--- config.mk ---
export PLATFORM = sky130hd
export DESIGN_NAME = free_running_timer_unit
export DESIGN_NICKNAME = d
export VERILOG_FILES = /design/src/timer_pkg.sv /design/src/free_running_timer_unit.sv
export SDC_FILE = /design/constraint.sdc
export NUM_CORES = 1
export LEC_CHECK = 0
export BUFFER_PORTS_ARGS = -buffer_cell sky130_fd_sc_hd__buf_2
export CAP_MARGIN = 20
export CORE_MARGIN = 2
export CORE_UTILIZATION = 55
export DETAILED_ROUTE_END_ITERATION = 8
export GPL_ROUTABILITY_DRIVEN = 0
export PLACE_DENSITY_LB_ADDON = 0.15
export SETUP_SLACK_MARGIN = 0.4
export SYNTH_ARGS = -nofsm -noshare
export SYNTH_HDL_FRONTEND = slang
export SYNTH_SLANG_ARGS = --single-unit
--- constraint.sdc ---
create_clock -name core_clk -period 3.3 [get_ports core_clk]
set_input_delay 0.495 -clock core_clk [delete_from_list [all_inputs] [get_ports core_clk]]
set_output_delay 0.495 -clock core_clk [all_outputs]
set_load 0.05 [all_outputs]
--- src/timer_pkg.sv ---
// Purpose: Shared constants and register layouts of the free-running capture/compare timer.
// Assumes: APB byte addresses, one 32-bit word per register, 16-bit data in the low bits.
// Notes:   Every offset, reset value and field layout used by the timer lives here.
package timer_pkg;

    // ==================================================================
    // Register byte addresses
    localparam logic [7:0] CONTROL_STATUS_ADDR = 8'h00;
    localparam logic [7:0] TIMER_CONTROL_ADDR  = 8'h04;
    localparam logic [7:0] OUTPUT_CONTROL_ADDR = 8'h08;
    localparam logic [7:0] COUNTER_ADDR        = 8'h0c;
    localparam logic [7:0] COMPARE_ADDR        = 8'h10;
    localparam logic [7:0] CAPTURE_A_ADDR      = 8'h14;
    localparam logic [7:0] CAPTURE_B_ADDR      = 8'h18;
    localparam logic [7:0] CAPTURE_C_ADDR      = 8'h1c;
    localparam logic [7:0] CAPTURE_D_ADDR      = 8'h20;

    // ==================================================================
    // Reset values and counter maximum
    localparam logic [15:0] COUNTER_RESET  = 16'h0000;
    localparam logic [15:0] COMPARE_RESET  = 16'hfffe;
    localparam logic [15:0] CAPTURE_RESET  = 16'h0000;
    localparam logic [15:0] INTERVAL_RESET = 16'hffff;
    localparam logic [7:0]  MASK_RESET     = 8'h00;
    localparam logic [15:0] COUNTER_MAX    = 16'hffff;

    // ==================================================================
    // Count clock selection and prescaler masks
    localparam logic [1:0] CLOCK_DIV2     = 2'h0;
    localparam logic [1:0] CLOCK_DIV8     = 2'h1;
    localparam logic [1:0] CLOCK_DIV32    = 2'h2;
    localparam logic [1:0] CLOCK_EXTERNAL = 2'h3;
    localparam logic [4:0] PRESCALE_DIV2  = 5'h01;
    localparam logic [4:0] PRESCALE_DIV8  = 5'h07;
    localparam logic [4:0] PRESCALE_DIV32 = 5'h1f;

    // ==================================================================
    // Capture channel indices and pin vector positions
    localparam int CAP_A   = 0;
    localparam int CAP_B   = 1;
    localparam int CAP_C   = 2;
    localparam int CAP_D   = 3;
    localparam int EXT_PIN = 4;

    // ==================================================================
    // Register layouts, most significant field first
    typedef struct packed {
        logic captureAFlag;
        logic captureBFlag;
        logic captureCFlag;
        logic captureDFlag;
        logic compareAFlag;
        logic compareBFlag;
        logic overflowFlag;
        logic clearOnMatchA;
    } control_status_t;

    typedef struct packed {
        logic       edgeSelectA;
        logic       edgeSelectB;
        logic       edgeSelectC;
        logic       edgeSelectD;
        logic       bufferAEnable;
        logic       bufferBEnable;
        logic [1:0] clockSelect;
    } timer_control_t;

    typedef struct packed {
        logic captureMaskMode;
        logic autoAddMode;
        logic captureSelect;
        logic compareSelect;
        logic outputAEnable;
        logic outputBEnable;
        logic outputALevel;
        logic outputBLevel;
    } output_control_t;

    localparam control_status_t STATUS_RESET = '0;
    localparam timer_control_t  TCTRL_RESET  = '0;
    localparam output_control_t OCTRL_RESET  = '0;

endpackage : timer_pkg

--- src/free_running_timer_unit.sv ---
// Purpose: 16-bit free-running timer with two compare outputs, four capture inputs and APB registers.
// Assumes: core_clk at 25 MHz; capture and count pins are asynchronous and pass two flip-flops.
// Notes:   The rules carried by this block are listed below, each with its tag.
`timescale 1ns/1ps

module free_running_timer_unit (
    // Clock and reset
    input  wire logic        core_clk,
    input  wire logic        rst_n,
    // APB slave
    input  wire logic [7:0]  paddr,
    input  wire logic        psel,
    input  wire logic        penable,
    input  wire logic        pwrite,
    input  wire logic [31:0] pwdata,
    output logic      [31:0] prdata,
    output logic             pready,
    output logic             pslverr,
    // Timer pins
    input  wire logic        externalCountIn,
    input  wire logic        captureInA,
    input  wire logic        captureInB,
    input  wire logic        captureInC,
    input  wire logic        captureInD,
    output logic             waveOutA,
    output logic             waveOutB
);

    // ==================================================================
    // Register state
    timer_pkg::control_status_t status;
    timer_pkg::timer_control_t  tctrl;
    timer_pkg::output_control_t octrl;
    logic [15:0] counterValue;
    logic [15:0] compareAValue;
    logic [15:0] compareBValue;
    logic [15:0] captureValue [4];
    logic [15:0] riseInterval;
    logic [15:0] fallInterval;
    logic [7:0]  captureMaskInterval;
    logic [15:0] maskEnd;
    logic        maskActive;
    logic        nextAddFall;
    logic        lastAddFall;
    logic [4:0]  prescale;
    logic [4:0]  pinMeta;
    logic [4:0]  pinSync;
    logic [4:0]  pinPrev;

    // ==================================================================
    // APB decode
    function automatic logic isMapped(input logic [7:0] addr);
        isMapped = (addr == timer_pkg::CONTROL_STATUS_ADDR) || (addr == timer_pkg::TIMER_CONTROL_ADDR) ||
                   (addr == timer_pkg::OUTPUT_CONTROL_ADDR) || (addr == timer_pkg::COUNTER_ADDR) ||
                   (addr == timer_pkg::COMPARE_ADDR) || (addr == timer_pkg::CAPTURE_A_ADDR) ||
                   (addr == timer_pkg::CAPTURE_B_ADDR) || (addr == timer_pkg::CAPTURE_C_ADDR) ||
                   (addr == timer_pkg::CAPTURE_D_ADDR);
    endfunction : isMapped

    logic writeStrobe;
    assign writeStrobe = psel && penable && pready && pwrite && isMapped(paddr);

    function automatic logic writesTo(input logic [7:0] target);
        writesTo = writeStrobe && (paddr == target);
    endfunction : writesTo

    logic wrCompareA;
    logic wrCompareB;
    logic wrRise;
    logic wrFall;
    logic wrMask;
    assign wrCompareA = writesTo(timer_pkg::COMPARE_ADDR) && !octrl.compareSelect;
    assign wrCompareB = writesTo(timer_pkg::COMPARE_ADDR) && octrl.compareSelect;
    assign wrRise     = writesTo(timer_pkg::CAPTURE_A_ADDR) && !octrl.captureSelect;
    assign wrFall     = writesTo(timer_pkg::CAPTURE_B_ADDR) && !octrl.captureSelect;
    assign wrMask     = writesTo(timer_pkg::CAPTURE_C_ADDR) && !octrl.captureSelect;

    logic [31:0] readValue;
    always_comb begin
        readValue = 32'h0000_0000;
        case (paddr)
            timer_pkg::CONTROL_STATUS_ADDR: readValue[7:0]  = status;
            timer_pkg::TIMER_CONTROL_ADDR:  readValue[7:0]  = tctrl;
            timer_pkg::OUTPUT_CONTROL_ADDR: readValue[7:0]  = octrl;
            timer_pkg::COUNTER_ADDR:        readValue[15:0] = counterValue;
            timer_pkg::COMPARE_ADDR:        readValue[15:0] = octrl.compareSelect ? compareBValue : compareAValue;
            timer_pkg::CAPTURE_A_ADDR:      readValue[15:0] = octrl.captureSelect ? captureValue[timer_pkg::CAP_A]
                                                                                  : riseInterval;
            timer_pkg::CAPTURE_B_ADDR:      readValue[15:0] = octrl.captureSelect ? captureValue[timer_pkg::CAP_B]
                                                                                  : fallInterval;
            timer_pkg::CAPTURE_C_ADDR:      readValue[15:0] = octrl.captureSelect ? captureValue[timer_pkg::CAP_C]
                                                                                  : {8'h00, captureMaskInterval};
            timer_pkg::CAPTURE_D_ADDR:      readValue[15:0] = captureValue[timer_pkg::CAP_D];
            default:                        readValue       = 32'h0000_0000;
        endcase
    end

    // Read data is sampled in the setup cycle and presented throughout the access cycle.
    always_ff @(posedge core_clk or negedge rst_n) begin
        if (!rst_n) begin
            pready  <= 1'b0;
            pslverr <= 1'b0;
            prdata  <= 32'h0000_0000;
        end else begin
            pready  <= psel && !penable;
            pslverr <= psel && !penable && !isMapped(paddr);
            prdata  <= (psel && !penable && !pwrite) ? readValue : 32'h0000_0000;
        end
    end

    // ==================================================================
    // Pin synchronisers and edge detection
    always_ff @(posedge core_clk or negedge rst_n) begin
        if (!rst_n) begin
            pinMeta <= 5'h00;
            pinSync <= 5'h00;
            pinPrev <= 5'h00;
        end else begin
            pinMeta <= {externalCountIn, captureInD, captureInC, captureInB, captureInA};
            pinSync <= pinMeta;
            pinPrev <= pinSync;
        end
    end

    logic [3:0] edgeSelect;
    logic [3:0] captureEdge;
    assign edgeSelect = {tctrl.edgeSelectD, tctrl.edgeSelectC, tctrl.edgeSelectB, tctrl.edgeSelectA};

    // Edge select: 1 picks rising, 0 picks falling.
    genvar gi;
    generate
        for (gi = 0; gi < 4; gi++) begin : g_edge
            assign captureEdge[gi] = edgeSelect[gi] ? (pinSync[gi] && !pinPrev[gi])
                                                    : (!pinSync[gi] && pinPrev[gi]);
        end
    endgenerate

    // ==================================================================
    // Count clock
    always_ff @(posedge core_clk or negedge rst_n) begin
        if (!rst_n) begin
            prescale <= 5'h00;
        end else begin
            prescale <= prescale + 5'h01;
        end
    end

    logic countTick;
    always_comb begin
        case (tctrl.clockSelect)
            timer_pkg::CLOCK_DIV2:  countTick = (prescale & timer_pkg::PRESCALE_DIV2) == timer_pkg::PRESCALE_DIV2;
            timer_pkg::CLOCK_DIV8:  countTick = (prescale & timer_pkg::PRESCALE_DIV8) == timer_pkg::PRESCALE_DIV8;
            timer_pkg::CLOCK_DIV32: countTick = prescale == timer_pkg::PRESCALE_DIV32;
            default:                countTick = pinSync[timer_pkg::EXT_PIN] && !pinPrev[timer_pkg::EXT_PIN];
        endcase
    end

    // Match is taken in the count period in which the counter equals the compare value.
    logic matchA;
    logic matchB;
    logic wrCounter;
    assign matchA    = countTick && (counterValue == compareAValue);
    assign matchB    = countTick && (counterValue == compareBValue);
    assign wrCounter = writesTo(timer_pkg::COUNTER_ADDR);

    // Counter with clear on match A.
    always_ff @(posedge core_clk or negedge rst_n) begin
        if (!rst_n) begin
            counterValue <= timer_pkg::COUNTER_RESET;
        end else if (wrCounter) begin
            counterValue <= pwdata[15:0];
        end else if (countTick) begin
            counterValue <= (matchA && status.clearOnMatchA) ? timer_pkg::COUNTER_RESET : counterValue + 16'h0001;
        end
    end

    logic overflowEvent;
    assign overflowEvent = countTick && !wrCounter && (counterValue == timer_pkg::COUNTER_MAX) &&
                           !(matchA && status.clearOnMatchA);

    // ==================================================================
    // Control registers
    always_ff @(posedge core_clk or negedge rst_n) begin
        if (!rst_n) begin
            tctrl <= timer_pkg::TCTRL_RESET;
        end else if (writesTo(timer_pkg::TIMER_CONTROL_ADDR)) begin
            tctrl <= pwdata[7:0];
        end
    end

    logic autoAddStart;
    assign autoAddStart = writesTo(timer_pkg::OUTPUT_CONTROL_ADDR) && pwdata[6] && !octrl.autoAddMode;

    always_ff @(posedge core_clk or negedge rst_n) begin
        if (!rst_n) begin
            octrl <= timer_pkg::OCTRL_RESET;
        end else if (writesTo(timer_pkg::OUTPUT_CONTROL_ADDR)) begin
            octrl <= pwdata[7:0];
        end
    end

    // ==================================================================
    // Compare registers and auto-add
    logic [15:0] addend;
    logic        autoMatch;
    assign addend    = nextAddFall ? fallInterval : riseInterval;
    assign autoMatch = matchA && octrl.autoAddMode;

    always_ff @(posedge core_clk or negedge rst_n) begin
        if (!rst_n) begin
            compareAValue <= timer_pkg::COMPARE_RESET;
            compareBValue <= timer_pkg::COMPARE_RESET;
        end else begin
            if (wrCompareA) begin
                compareAValue <= pwdata[15:0];
            end else if (autoMatch) begin
                compareAValue <= compareAValue + addend;
            end
            if (wrCompareB) begin
                compareBValue <= pwdata[15:0];
            end
        end
    end

    always_ff @(posedge core_clk or negedge rst_n) begin
        if (!rst_n) begin
            nextAddFall <= 1'b1;
            lastAddFall <= 1'b0;
        end else if (autoAddStart) begin
            nextAddFall <= 1'b1;
            lastAddFall <= 1'b0;
        end else if (autoMatch) begin
            nextAddFall <= !nextAddFall;
            lastAddFall <= nextAddFall;
        end
    end

    always_ff @(posedge core_clk or negedge rst_n) begin
        if (!rst_n) begin
            riseInterval <= timer_pkg::INTERVAL_RESET;
            fallInterval <= timer_pkg::INTERVAL_RESET;
        end else begin
            if (wrRise) begin
                riseInterval <= pwdata[15:0];
            end
            if (wrFall) begin
                fallInterval <= pwdata[15:0];
            end
        end
    end

    // Pins low from reset until a match drives them.
    always_ff @(posedge core_clk or negedge rst_n) begin
        if (!rst_n) begin
            waveOutA <= 1'b0;
            waveOutB <= 1'b0;
        end else begin
            if (matchA && octrl.outputAEnable) begin
                waveOutA <= octrl.autoAddMode ? lastAddFall : octrl.outputALevel;
            end
            if (matchB && octrl.outputBEnable) begin
                waveOutB <= octrl.outputBLevel;
            end
        end
    end

    // ==================================================================
    // Capture channels
    logic [3:0] captureTake;
    // A buffered channel's own pin is ignored.
    assign captureTake = {captureEdge[timer_pkg::CAP_D] && !tctrl.bufferBEnable && !maskActive,
                          captureEdge[timer_pkg::CAP_C] && !tctrl.bufferAEnable,
                          captureEdge[timer_pkg::CAP_B],
                          captureEdge[timer_pkg::CAP_A]};

    always_ff @(posedge core_clk or negedge rst_n) begin
        if (!rst_n) begin
            for (int i = 0; i < 4; i++) begin
                captureValue[i] <= timer_pkg::CAPTURE_RESET;
            end
        end else begin
            for (int i = 0; i < 4; i++) begin
                if (captureTake[i]) begin
                    captureValue[i] <= counterValue;
                end
            end
            if (captureTake[timer_pkg::CAP_A] && tctrl.bufferAEnable) begin
                captureValue[timer_pkg::CAP_C] <= captureValue[timer_pkg::CAP_A];
            end
            if (captureTake[timer_pkg::CAP_B] && tctrl.bufferBEnable) begin
                captureValue[timer_pkg::CAP_D] <= captureValue[timer_pkg::CAP_B];
            end
        end
    end

    always_ff @(posedge core_clk or negedge rst_n) begin
        if (!rst_n) begin
            captureMaskInterval <= timer_pkg::MASK_RESET;
        end else if (wrMask) begin
            captureMaskInterval <= pwdata[7:0];
        end
    end

    // Mask window, ends when the counter reaches capture plus twice the mask.
    always_ff @(posedge core_clk or negedge rst_n) begin
        if (!rst_n) begin
            maskActive <= 1'b0;
            maskEnd    <= timer_pkg::CAPTURE_RESET;
        end else if (captureTake[timer_pkg::CAP_D]) begin
            maskActive <= octrl.captureMaskMode && (captureMaskInterval != timer_pkg::MASK_RESET);
            maskEnd    <= counterValue + {7'h00, captureMaskInterval, 1'b0};
        end else if (maskActive && counterValue == maskEnd) begin
            maskActive <= 1'b0;
        end
    end

    // ==================================================================
    // Status flags: writing 0 clears a flag, a same-cycle event wins.
    logic [6:0] flagSet;
    logic [6:0] flagClear;
    // Capture flags sit A first from bit 7 down, the reverse of the channel index order.
    assign flagSet   = {captureTake[timer_pkg::CAP_A], captureTake[timer_pkg::CAP_B],
                        captureTake[timer_pkg::CAP_C], captureTake[timer_pkg::CAP_D],
                        matchA, matchB, overflowEvent};
    assign flagClear = writesTo(timer_pkg::CONTROL_STATUS_ADDR) ? ~pwdata[7:1] : 7'h00;

    always_ff @(posedge core_clk or negedge rst_n) begin
        if (!rst_n) begin
            status <= timer_pkg::STATUS_RESET;
        end else begin
            // Overflow flag; compare flags; capture flags.
            status[7:1] <= flagSet | (status[7:1] & ~flagClear);
            if (writesTo(timer_pkg::CONTROL_STATUS_ADDR)) begin
                status.clearOnMatchA <= pwdata[0];
            end
        end
    end

    // ==================================================================
    // Assertions
    a_overflow_sets_flag: assert property (@(posedge core_clk) disable iff (!rst_n)
        overflowEvent |=> status.overflowFlag && counterValue == timer_pkg::COUNTER_RESET)
        else $error("Overflow did not wrap to zero with flag set.");

    a_match_clears_count: assert property (@(posedge core_clk) disable iff (!rst_n)
        matchA && status.clearOnMatchA && !wrCounter |=> counterValue == timer_pkg::COUNTER_RESET)
        else $error("Counter not cleared on compare match A.");

    a_compare_flag_set: assert property (@(posedge core_clk) disable iff (!rst_n)
        matchA |=> status.compareAFlag)
        else $error("Compare A flag not set on match.");

    a_wave_b_level: assert property (@(posedge core_clk) disable iff (!rst_n)
        matchB && octrl.outputBEnable |=> waveOutB == $past(octrl.outputBLevel))
        else $error("Wave B does not follow its level bit.");

    a_capture_copies_count: assert property (@(posedge core_clk) disable iff (!rst_n)
        captureTake[timer_pkg::CAP_A] |=> captureValue[timer_pkg::CAP_A] == $past(counterValue))
        else $error("Capture A did not take the counter.");

    a_buffer_passes_old: assert property (@(posedge core_clk) disable iff (!rst_n)
        captureTake[timer_pkg::CAP_A] && tctrl.bufferAEnable
        |=> captureValue[timer_pkg::CAP_C] == $past(captureValue[timer_pkg::CAP_A]))
        else $error("Buffer C did not receive old capture A.");

    a_auto_add_sum: assert property (@(posedge core_clk) disable iff (!rst_n)
        autoMatch && !wrCompareA |=> compareAValue == $past(compareAValue) + $past(addend))
        else $error("Compare A not advanced by interval.");

    a_auto_first_fall: assert property (@(posedge core_clk) disable iff (!rst_n)
        autoAddStart |=> nextAddFall && !lastAddFall)
        else $error("Auto-add did not start with fall interval.");

    a_mask_upper_zero: assert property (@(posedge core_clk) disable iff (!rst_n)
        wrMask |=> readValue[15:8] == 8'h00 || paddr != timer_pkg::CAPTURE_C_ADDR)
        else $error("Mask register upper byte not zero.");

    a_mask_blocks_d: assert property (@(posedge core_clk) disable iff (!rst_n)
        maskActive && captureEdge[timer_pkg::CAP_D] && !tctrl.bufferBEnable && !captureTake[timer_pkg::CAP_B]
        |=> $stable(captureValue[timer_pkg::CAP_D]))
        else $error("Capture D taken inside mask window.");

    a_mask_zero_none: assert property (@(posedge core_clk) disable iff (!rst_n)
        captureTake[timer_pkg::CAP_D] && captureMaskInterval == timer_pkg::MASK_RESET |=> !maskActive)
        else $error("Mask window opened with zero mask.");

endmodule : free_running_timer_unit

==> results of run 1 <==
[synthesized netlist by cell type (4+ instances only)]
master	n
nor3b_1	8
mux2i_1	46
a31o_2	4
buf_4	17
and2_1	5
a21oi_1	48
o211ai_1	4
nor3_1	11
buf_6	4
nor2_1	73
buf_2	9
and3_1	13
nand2b_1	10
dfrtp_1	172
nand3_1	23
clkbuf_1	52
a31oi_1	15
nand4_1	12
a221oi_1	14
a211oi_1	4
nor4_1	10
dfstp_2	63
inv_1	17
nor2b_1	8
a22oi_1	31
buf_1	8
a222oi_1	9
mux2_2	134
a21o_1	9
o311ai_0	5
o22ai_1	15
xnor2_1	48
a221o_1	10
o21ai_0	71
xor2_1	23
ha_1	27
nand2_1	134
[layout by cell type (no fill, tap or decap), drive strengths merged, types with 3 or more instances in the layout]
cell and n:
a211oi 4, nand2b 10, nor4 11, conb 16, inv 17, a22oi 31, nand2 134, or2 3
o311ai 5, nor2b 8, and3 15, a221o 10, mux2 134, nand3 23, clkbuf 35, dfrtp 172
nand4 13, buf 118, xnor2 48, ha 27, a221oi 14, mux2i 46, nor3b 8, o21ai 73
a31oi 15, nor3 14, and2 5, a21oi 48, o211ai 4, clkinv 9, o22ai 15, xor2 23
a21o 9, a22o 3, a222oi 9, nor2 76, a31o 4, dfstp 63
[routing by layer]
layer  routed length, microns  GRT usage
met5                       12          0
met4                     1880      0.135
met3                     4270     0.0714
met2                    17500      0.503
met1                    16100      0.459
[through the flow]
stage | power, uW | hold WS, ps | setup slack (ps) | instances
final | 6520 | -2.66 | 455 | 1591
after global routing | 6720 | 53.9 | 315 | 1591
after CTS | 6530 | 30.0 | 410 | 1587
after detailed placement | 3570 | 335 | 274 | 1541
after global placement | 3560 | 331 | 326 | 1541
after floorplan | 3340 | 199 | 435 | 1233
[registers in the layout, summed over array words and instances (netlist names), 4 cells and up]
register	cells
captureMaskInterval	8
captureValue	64
compareAValue	16
compareBValue	16
counterValue	16
edgeSelect	4
fallInterval	16
maskEnd	16
octrl	8
pinMeta	5
pinPrev	5
pinSync	5
prdata	16
prescale	5
riseInterval	16
status	8
tctrl	4
[critical path, stage by stage (launching register included)]
cell	delay, ps
dfstp_4	690
mux2_2	380
ha_1	350
o21ai_0	220
nand2b_1	110
a31o_2	270
and2_4	140
a311oi_2	300
mux2i_1	220
nand3_1	90
[power groups by stage]
stage	Sequential (uW)	Combinational (uW)	Clock, uW
2_1_floorplan	3060	285	0
3_3_place_gp	3080	483	0
3_5_place_dp	3080	489	0
4_1_cts	3030	489	3010
5_1_grt	3040	532	3150
6_report	3040	493	2990
[layout make-up]
| type | instances | area share |
|---|---|---|
| multi-input combinational | 890 | 0.443 |
| sequential | 235 | 0.411 |
| timing repair buffer | 118 | 0.0559 |
| clock buffer | 35 | 0.0534 |
| tap | 285 | 0.0246 |
| clock inverter | 11 | 0.00750 |
| inverter | 17 | 0.00440 |
[logic make-up (layout without fill, tap and decap cells)]
| group | count (synthesis) | in the layout | synth area share |
|---|---|---|---|
| AOI/OAI and AO/OA | 265 | 265 | 0.137 |
| xor gates and xnor gates | 71 | 71 | 0.0486 |
| adders and majority gates | 29 | 29 | 0.0296 |
| buffers and inverters | 108 | 181 | 0.0407 |
| DFF | 235 | 235 | 0.466 |
| muxes | 181 | 181 | 0.156 |
| other | 1 | 16 | 0.000293 |
| and+or+nand+nor | 328 | 328 | 0.122 |
[path summary, 6_finish.rpt]
kind | cells past startpoint | endpoint | slack [ps]
worst max register to register | 9 | compareAValue[14] | 460
worst max-delay path | 9 | compareAValue[14] | 460
worst min-delay path | 1 | maskEnd[10] | -3
min in group core_clk | 1 | pinMeta[4] | 60
worst min register to register | 0 | pinSync[4] | 350
max in group asynchronous | 2 | fallInterval[4] | 2460
[repair_timing]
action,in CTS,in global routing
endpoints found under the hold margin,0,0
setup endpoints to repair,3,9
buffers inserted,0,4
gates resized for setup,4,21
pin swaps,0,7
==> flow_metrics.tcl, run 1 <==
set metrics [dict create \
    yosys_warnings 0 \
    multi_input_area_sq_mm 0.00644 \
    nNetsFinal 1367 \
    core.rowCount 55 \
    power.density_mw_per_mm2 449 \
    ctsHoldBuffers 0 \
    synth_cell_types 72 \
    final_util 0.639 \
    clk_latency_ps 540 \
    grt_pass1_vias 10100 \
    p_int_uw 4920 \
    vdd_drop_max_uv 420 \
    synth_ff_type "dfrtp_1" \
    r2r-start "nextAddFall" \
    cts.path.max_buffers 3 \
    io_pins 86 \
    grt_start_max_net_pins 93 \
    drtPass1Iterations 6 \
    core_sq_mm 0.0227 \
    fin_crit_sh 0.862 \
    worstMarginPinSlew_ps 1110 \
    critPathKind "reg2reg" \
    switchingPower_uw 1600 \
    clock_power_share 0.459 \
    syn_to_final_growth_pct 13.6 \
    routed_wirelength_mm 39.7 \
    drive_above_1_share 0.301 \
    synth_area_leaders "dfrtp_1 34%, dfstp_2 13%, mux2_2 12%, nand2_1 3.9%, mux2i_1 3.6%" \
    via_per_inst 6.42 \
    seq_area_sq_mm 0.00596 \
    drc_errors 0 \
    slew_headroom 0.259 \
    netlist_instances 1218 \
    grt_first_pass_wirelength_mm 60.5 \
    hold_viol 6 \
    outcome "finished, violations left" \
    arrival_ps 3310 \
    drv_cap 0 \
    h-tree-depth 1 \
    placed_cell_area_sq_mm 0.0135 \
    timing.setup.tns_ps 0 \
    cts_tree "yes" \
    wl_per_cell_microns 25.0 \
    cts_made_buffers 26 \
    avgSynthCellArea_sq_um 10.5 \
    antenna_found_initial 1 \
    power.share.combinational 0.076 \
    grt-ovfl-total 0 \
    fp.dieW_microns 156 \
    cp-startpoint "nextAddFall" \
    hpwlAfterDp_mm 28.3 \
    synth-seq-cells 235 \
    cts_root_buf "clkbuf_16" \
    die_h_microns 156 \
    hold_path.class "in2async" \
    finalSetupViolCount 0 \
    holdWs_ps -2.66 \
    numClockSinks 235 \
    cp.required_ps 3760 \
    clk_pin_slew_worst_paths_ps 60 \
    die-area_sq_mm 0.0245 \
    report.final.slew_viol_count 0 \
    fillCellCount 1825 \
    yosys.area.top_type "dfrtp_1" \
    post-route-cell-area_sq_mm 0.0145 \
    vias 10200 \
    p_seq_frac 0.466 \
    antenna_cells 0 \
    min_period_ps 2840 \
    drt_iter0_markers 1205 \
    violations "hold timing" \
    initial_core_util 0.563 \
    drtAntennaViolNets 0 \
    fmax_mhz 352 \
    worst-path-max-fanout 7 \
    grt_usage 0.330 \
    p_leak_uw 0.00659 \
    rsz0062_at_grt "true" \
    yosysTopAreaCellShare 0.337 \
    swShare 0.245 \
    ys_seq_area_frac 0.466 \
    async_reset_ff_frac 1.00 \
    cp-end-kind "flip-flop" \
    start_kind "flip-flop" \
    port-buffer-count 53 \
    synth-edff-count 0 \
    synth_area_sq_mm 0.0128 \
    fin_worst_skew_ps 11.6 \
]
(Power assumes the default switching activity.)
==> run 2: changes to the inputs <==
--- a/config.mk
+++ b/config.mk
@@ -8,7 +8,7 @@
 export BUFFER_PORTS_ARGS = -buffer_cell sky130_fd_sc_hd__buf_2
 export CAP_MARGIN = 20
 export CORE_MARGIN = 2
-export CORE_UTILIZATION = 55
+export CORE_UTILIZATION = 60
 export DETAILED_ROUTE_END_ITERATION = 8
 export GPL_ROUTABILITY_DRIVEN = 0
 export PLACE_DENSITY_LB_ADDON = 0.15
==> constraint.sdc (replaced) <==
create_clock -name core_clk -period 3.45 [get_ports core_clk]
set_input_delay 0.5175 -clock core_clk [delete_from_list [all_inputs] [get_ports core_clk]]
set_output_delay 0.5175 -clock core_clk [all_outputs]
set_load 0.05 [all_outputs]
==> flow_metrics.tcl, run 2 (same netlist as run 1, synthesis figures left out) <==
set metrics [dict create \
    port-buffer-count 53 \
    min_period_ps 2870 \
    initial_core_util 0.610 \
    swShare 0.240 \
    numClockSinks 235 \
    largest_reg_flops 64 \
    cp.required_ps 3910 \
    worstRegToRegCells 11 \
    hold_path.class "in2async" \
    grt_start_max_net_pins 96 \
    ctsHoldBuffers 0 \
    core_sq_mm 0.0210 \
    final_util 0.691 \
    worst-path-max-fanout 6 \
    p_int_uw 4860 \
    mostFrequentLayoutCell "dfrtp_1" \
    clk_pin_slew_worst_paths_ps 60 \
    critPathKind "reg2reg" \
    fillCellCount 1641 \
    grt-ovfl-total 0 \
    power.density_mw_per_mm2 442 \
    io_pins 86 \
    p_leak_uw 0.00657 \
    cp-end-kind "flip-flop" \
    antenna_cells 0 \
    hold_viol 0 \
    final_cells 1580 \
    drv_cap 0 \
    vdd_drop_max_uv 426 \
    via_per_inst 6.61 \
    r2r-start "nextAddFall" \
    power.share.combinational 0.074 \
    drive_above_1_share 0.293 \
    switchingPower_uw 1530 \
    placed_cell_area_sq_mm 0.0135 \
    drc_errors 0 \
    timing.setup.tns_ps 0 \
    outcome "finished clean" \
    dpl.cell_count 1531 \
    nNetsFinal 1366 \
    clk_latency_ps 540 \
    report.final.slew_viol_count 0 \
    start_kind "flip-flop" \
    slew_headroom 0.235 \
    post-route-cell-area_sq_mm 0.0145 \
    routed_wirelength_mm 39.8 \
    vias 10400 \
    die-area_sq_mm 0.0225 \
    hpwlAfterDp_mm 28.3 \
    largest_register "captureValue" \
    arrival_ps 3340 \
    cts_tree "yes" \
    cts_made_buffers 26 \
    final_cell_mix "172 x dfrtp_1, 134 x nand2_1, 134 x mux2_2, 73 x nor2_1, 71 x o21ai_0" \
    p_seq_frac 0.455 \
    reg2reg_to "compareAValue[13]" \
    antenna_found_initial 0 \
    fp.dieW_microns 150 \
    rrSetupSlack_ps 580 \
    wl_per_cell_microns 25.2 \
    fin_worst_skew_ps 8.73 \
    cts_root_buf "clkbuf_16" \
    clock_power_share 0.471 \
    fmax_mhz 348 \
    h-tree-depth 1 \
    drtPass1Iterations 8 \
    drt_iter0_markers 1194 \
    die_h_microns 150 \
    cts.path.max_buffers 3 \
    fin_crit_sh 0.833 \
    syn_to_final_growth_pct 13.2 \
    grt_pass1_vias 10300 \
    finalSetupViolCount 0 \
    core.rowCount 53 \
    drtAntennaViolNets 0 \
    worstMarginPinSlew_ps 1150 \
    rsz0062_at_grt "true" \
    grt_usage 0.362 \
    grt_first_pass_wirelength_mm 60.8 \
]
==> run 2: cell types whose count changed in the layout (fill, tap and decap cells not counted), moves of 3 or more <==
cell and change:
o21ai_0 +3, buf_4 +3, o21ai_1 -3, clkinv_2 -5, buf_6 -3
==> run 2: worst max-delay path by stage <==
stage          slack (ps)            start  cells past startpoint                end
6_report              580      nextAddFall                     11  compareAValue[13]
5_1_grt               360      nextAddFall                     11  compareAValue[14]
4_1_cts               460  counterValue[2]                      8        maskEnd[12]
3_5_place_dp          410      nextAddFall                     10  compareAValue[14]
3_3_place_gp          440      nextAddFall                     10  compareAValue[14]
2_1_floorplan         510      nextAddFall                     11  compareAValue[14]
==> run 2: final cells by class <==
class | instances | area [sq um] | share of cell area
Inverter | 17 | 63.8 | 0.00441
Clock buffer | 37 | 783 | 0.0541
Timing Repair Buffer | 117 | 781 | 0.0540
Tap cell | 275 | 344 | 0.0238
Sequential cell | 235 | 5960 | 0.412
Multi-Input combinational cell | 890 | 6390 | 0.442
Clock inverter | 9 | 150 | 0.0104
==> run 2: critical path: stages (launching register included) <==
cell and delay [ps]:
dfstp_2 600, buf_4 180, buf_4 110, mux2_2 360, ha_1 360, nand3_1 110, o211ai_1 140, a31oi_1 180
o21ai_0 210, a31oi_1 260, mux2i_1 210, a21oi_1 90
==> run 2: stage by stage <==
step	total power (uW)	setup WS, ps	hold slack, ps
after floorplan	3200	510	222
after global placement	3400	439	333
after detailed placement	3420	407	336
after CTS	6400	456	55.6
after global routing	6570	359	69.2
final	6390	576	12.4
==> run 2: power by group through the flow <==
stage	logic, uW	registers [uW]	clock network, uW
floorplan	273	2920	0
global placement	457	2950	0
detailed placement	465	2950	0
CTS	467	2900	3020
global route	511	2910	3150
finish	475	2910	3010
==> run 2: what timing repair did <==
| item | CTS | global route |
|---|---|---|
| hold endpoints to repair | 0 | 0 |
| endpoints found under the setup margin | 1 | 11 |
| cloned | 0 | 0 |
| setup buffers | 3 | 0 |
| resized for setup | 0 | 7 |
==> run 2: routing by layer <==
layer	track usage	wire length (microns)	part of all wire
met3	0.0866	4350	0.11
met4	0.165	2260	0.057
met5	0	0	0
met1	0.491	15600	0.39
met2	0.553	17700	0.44
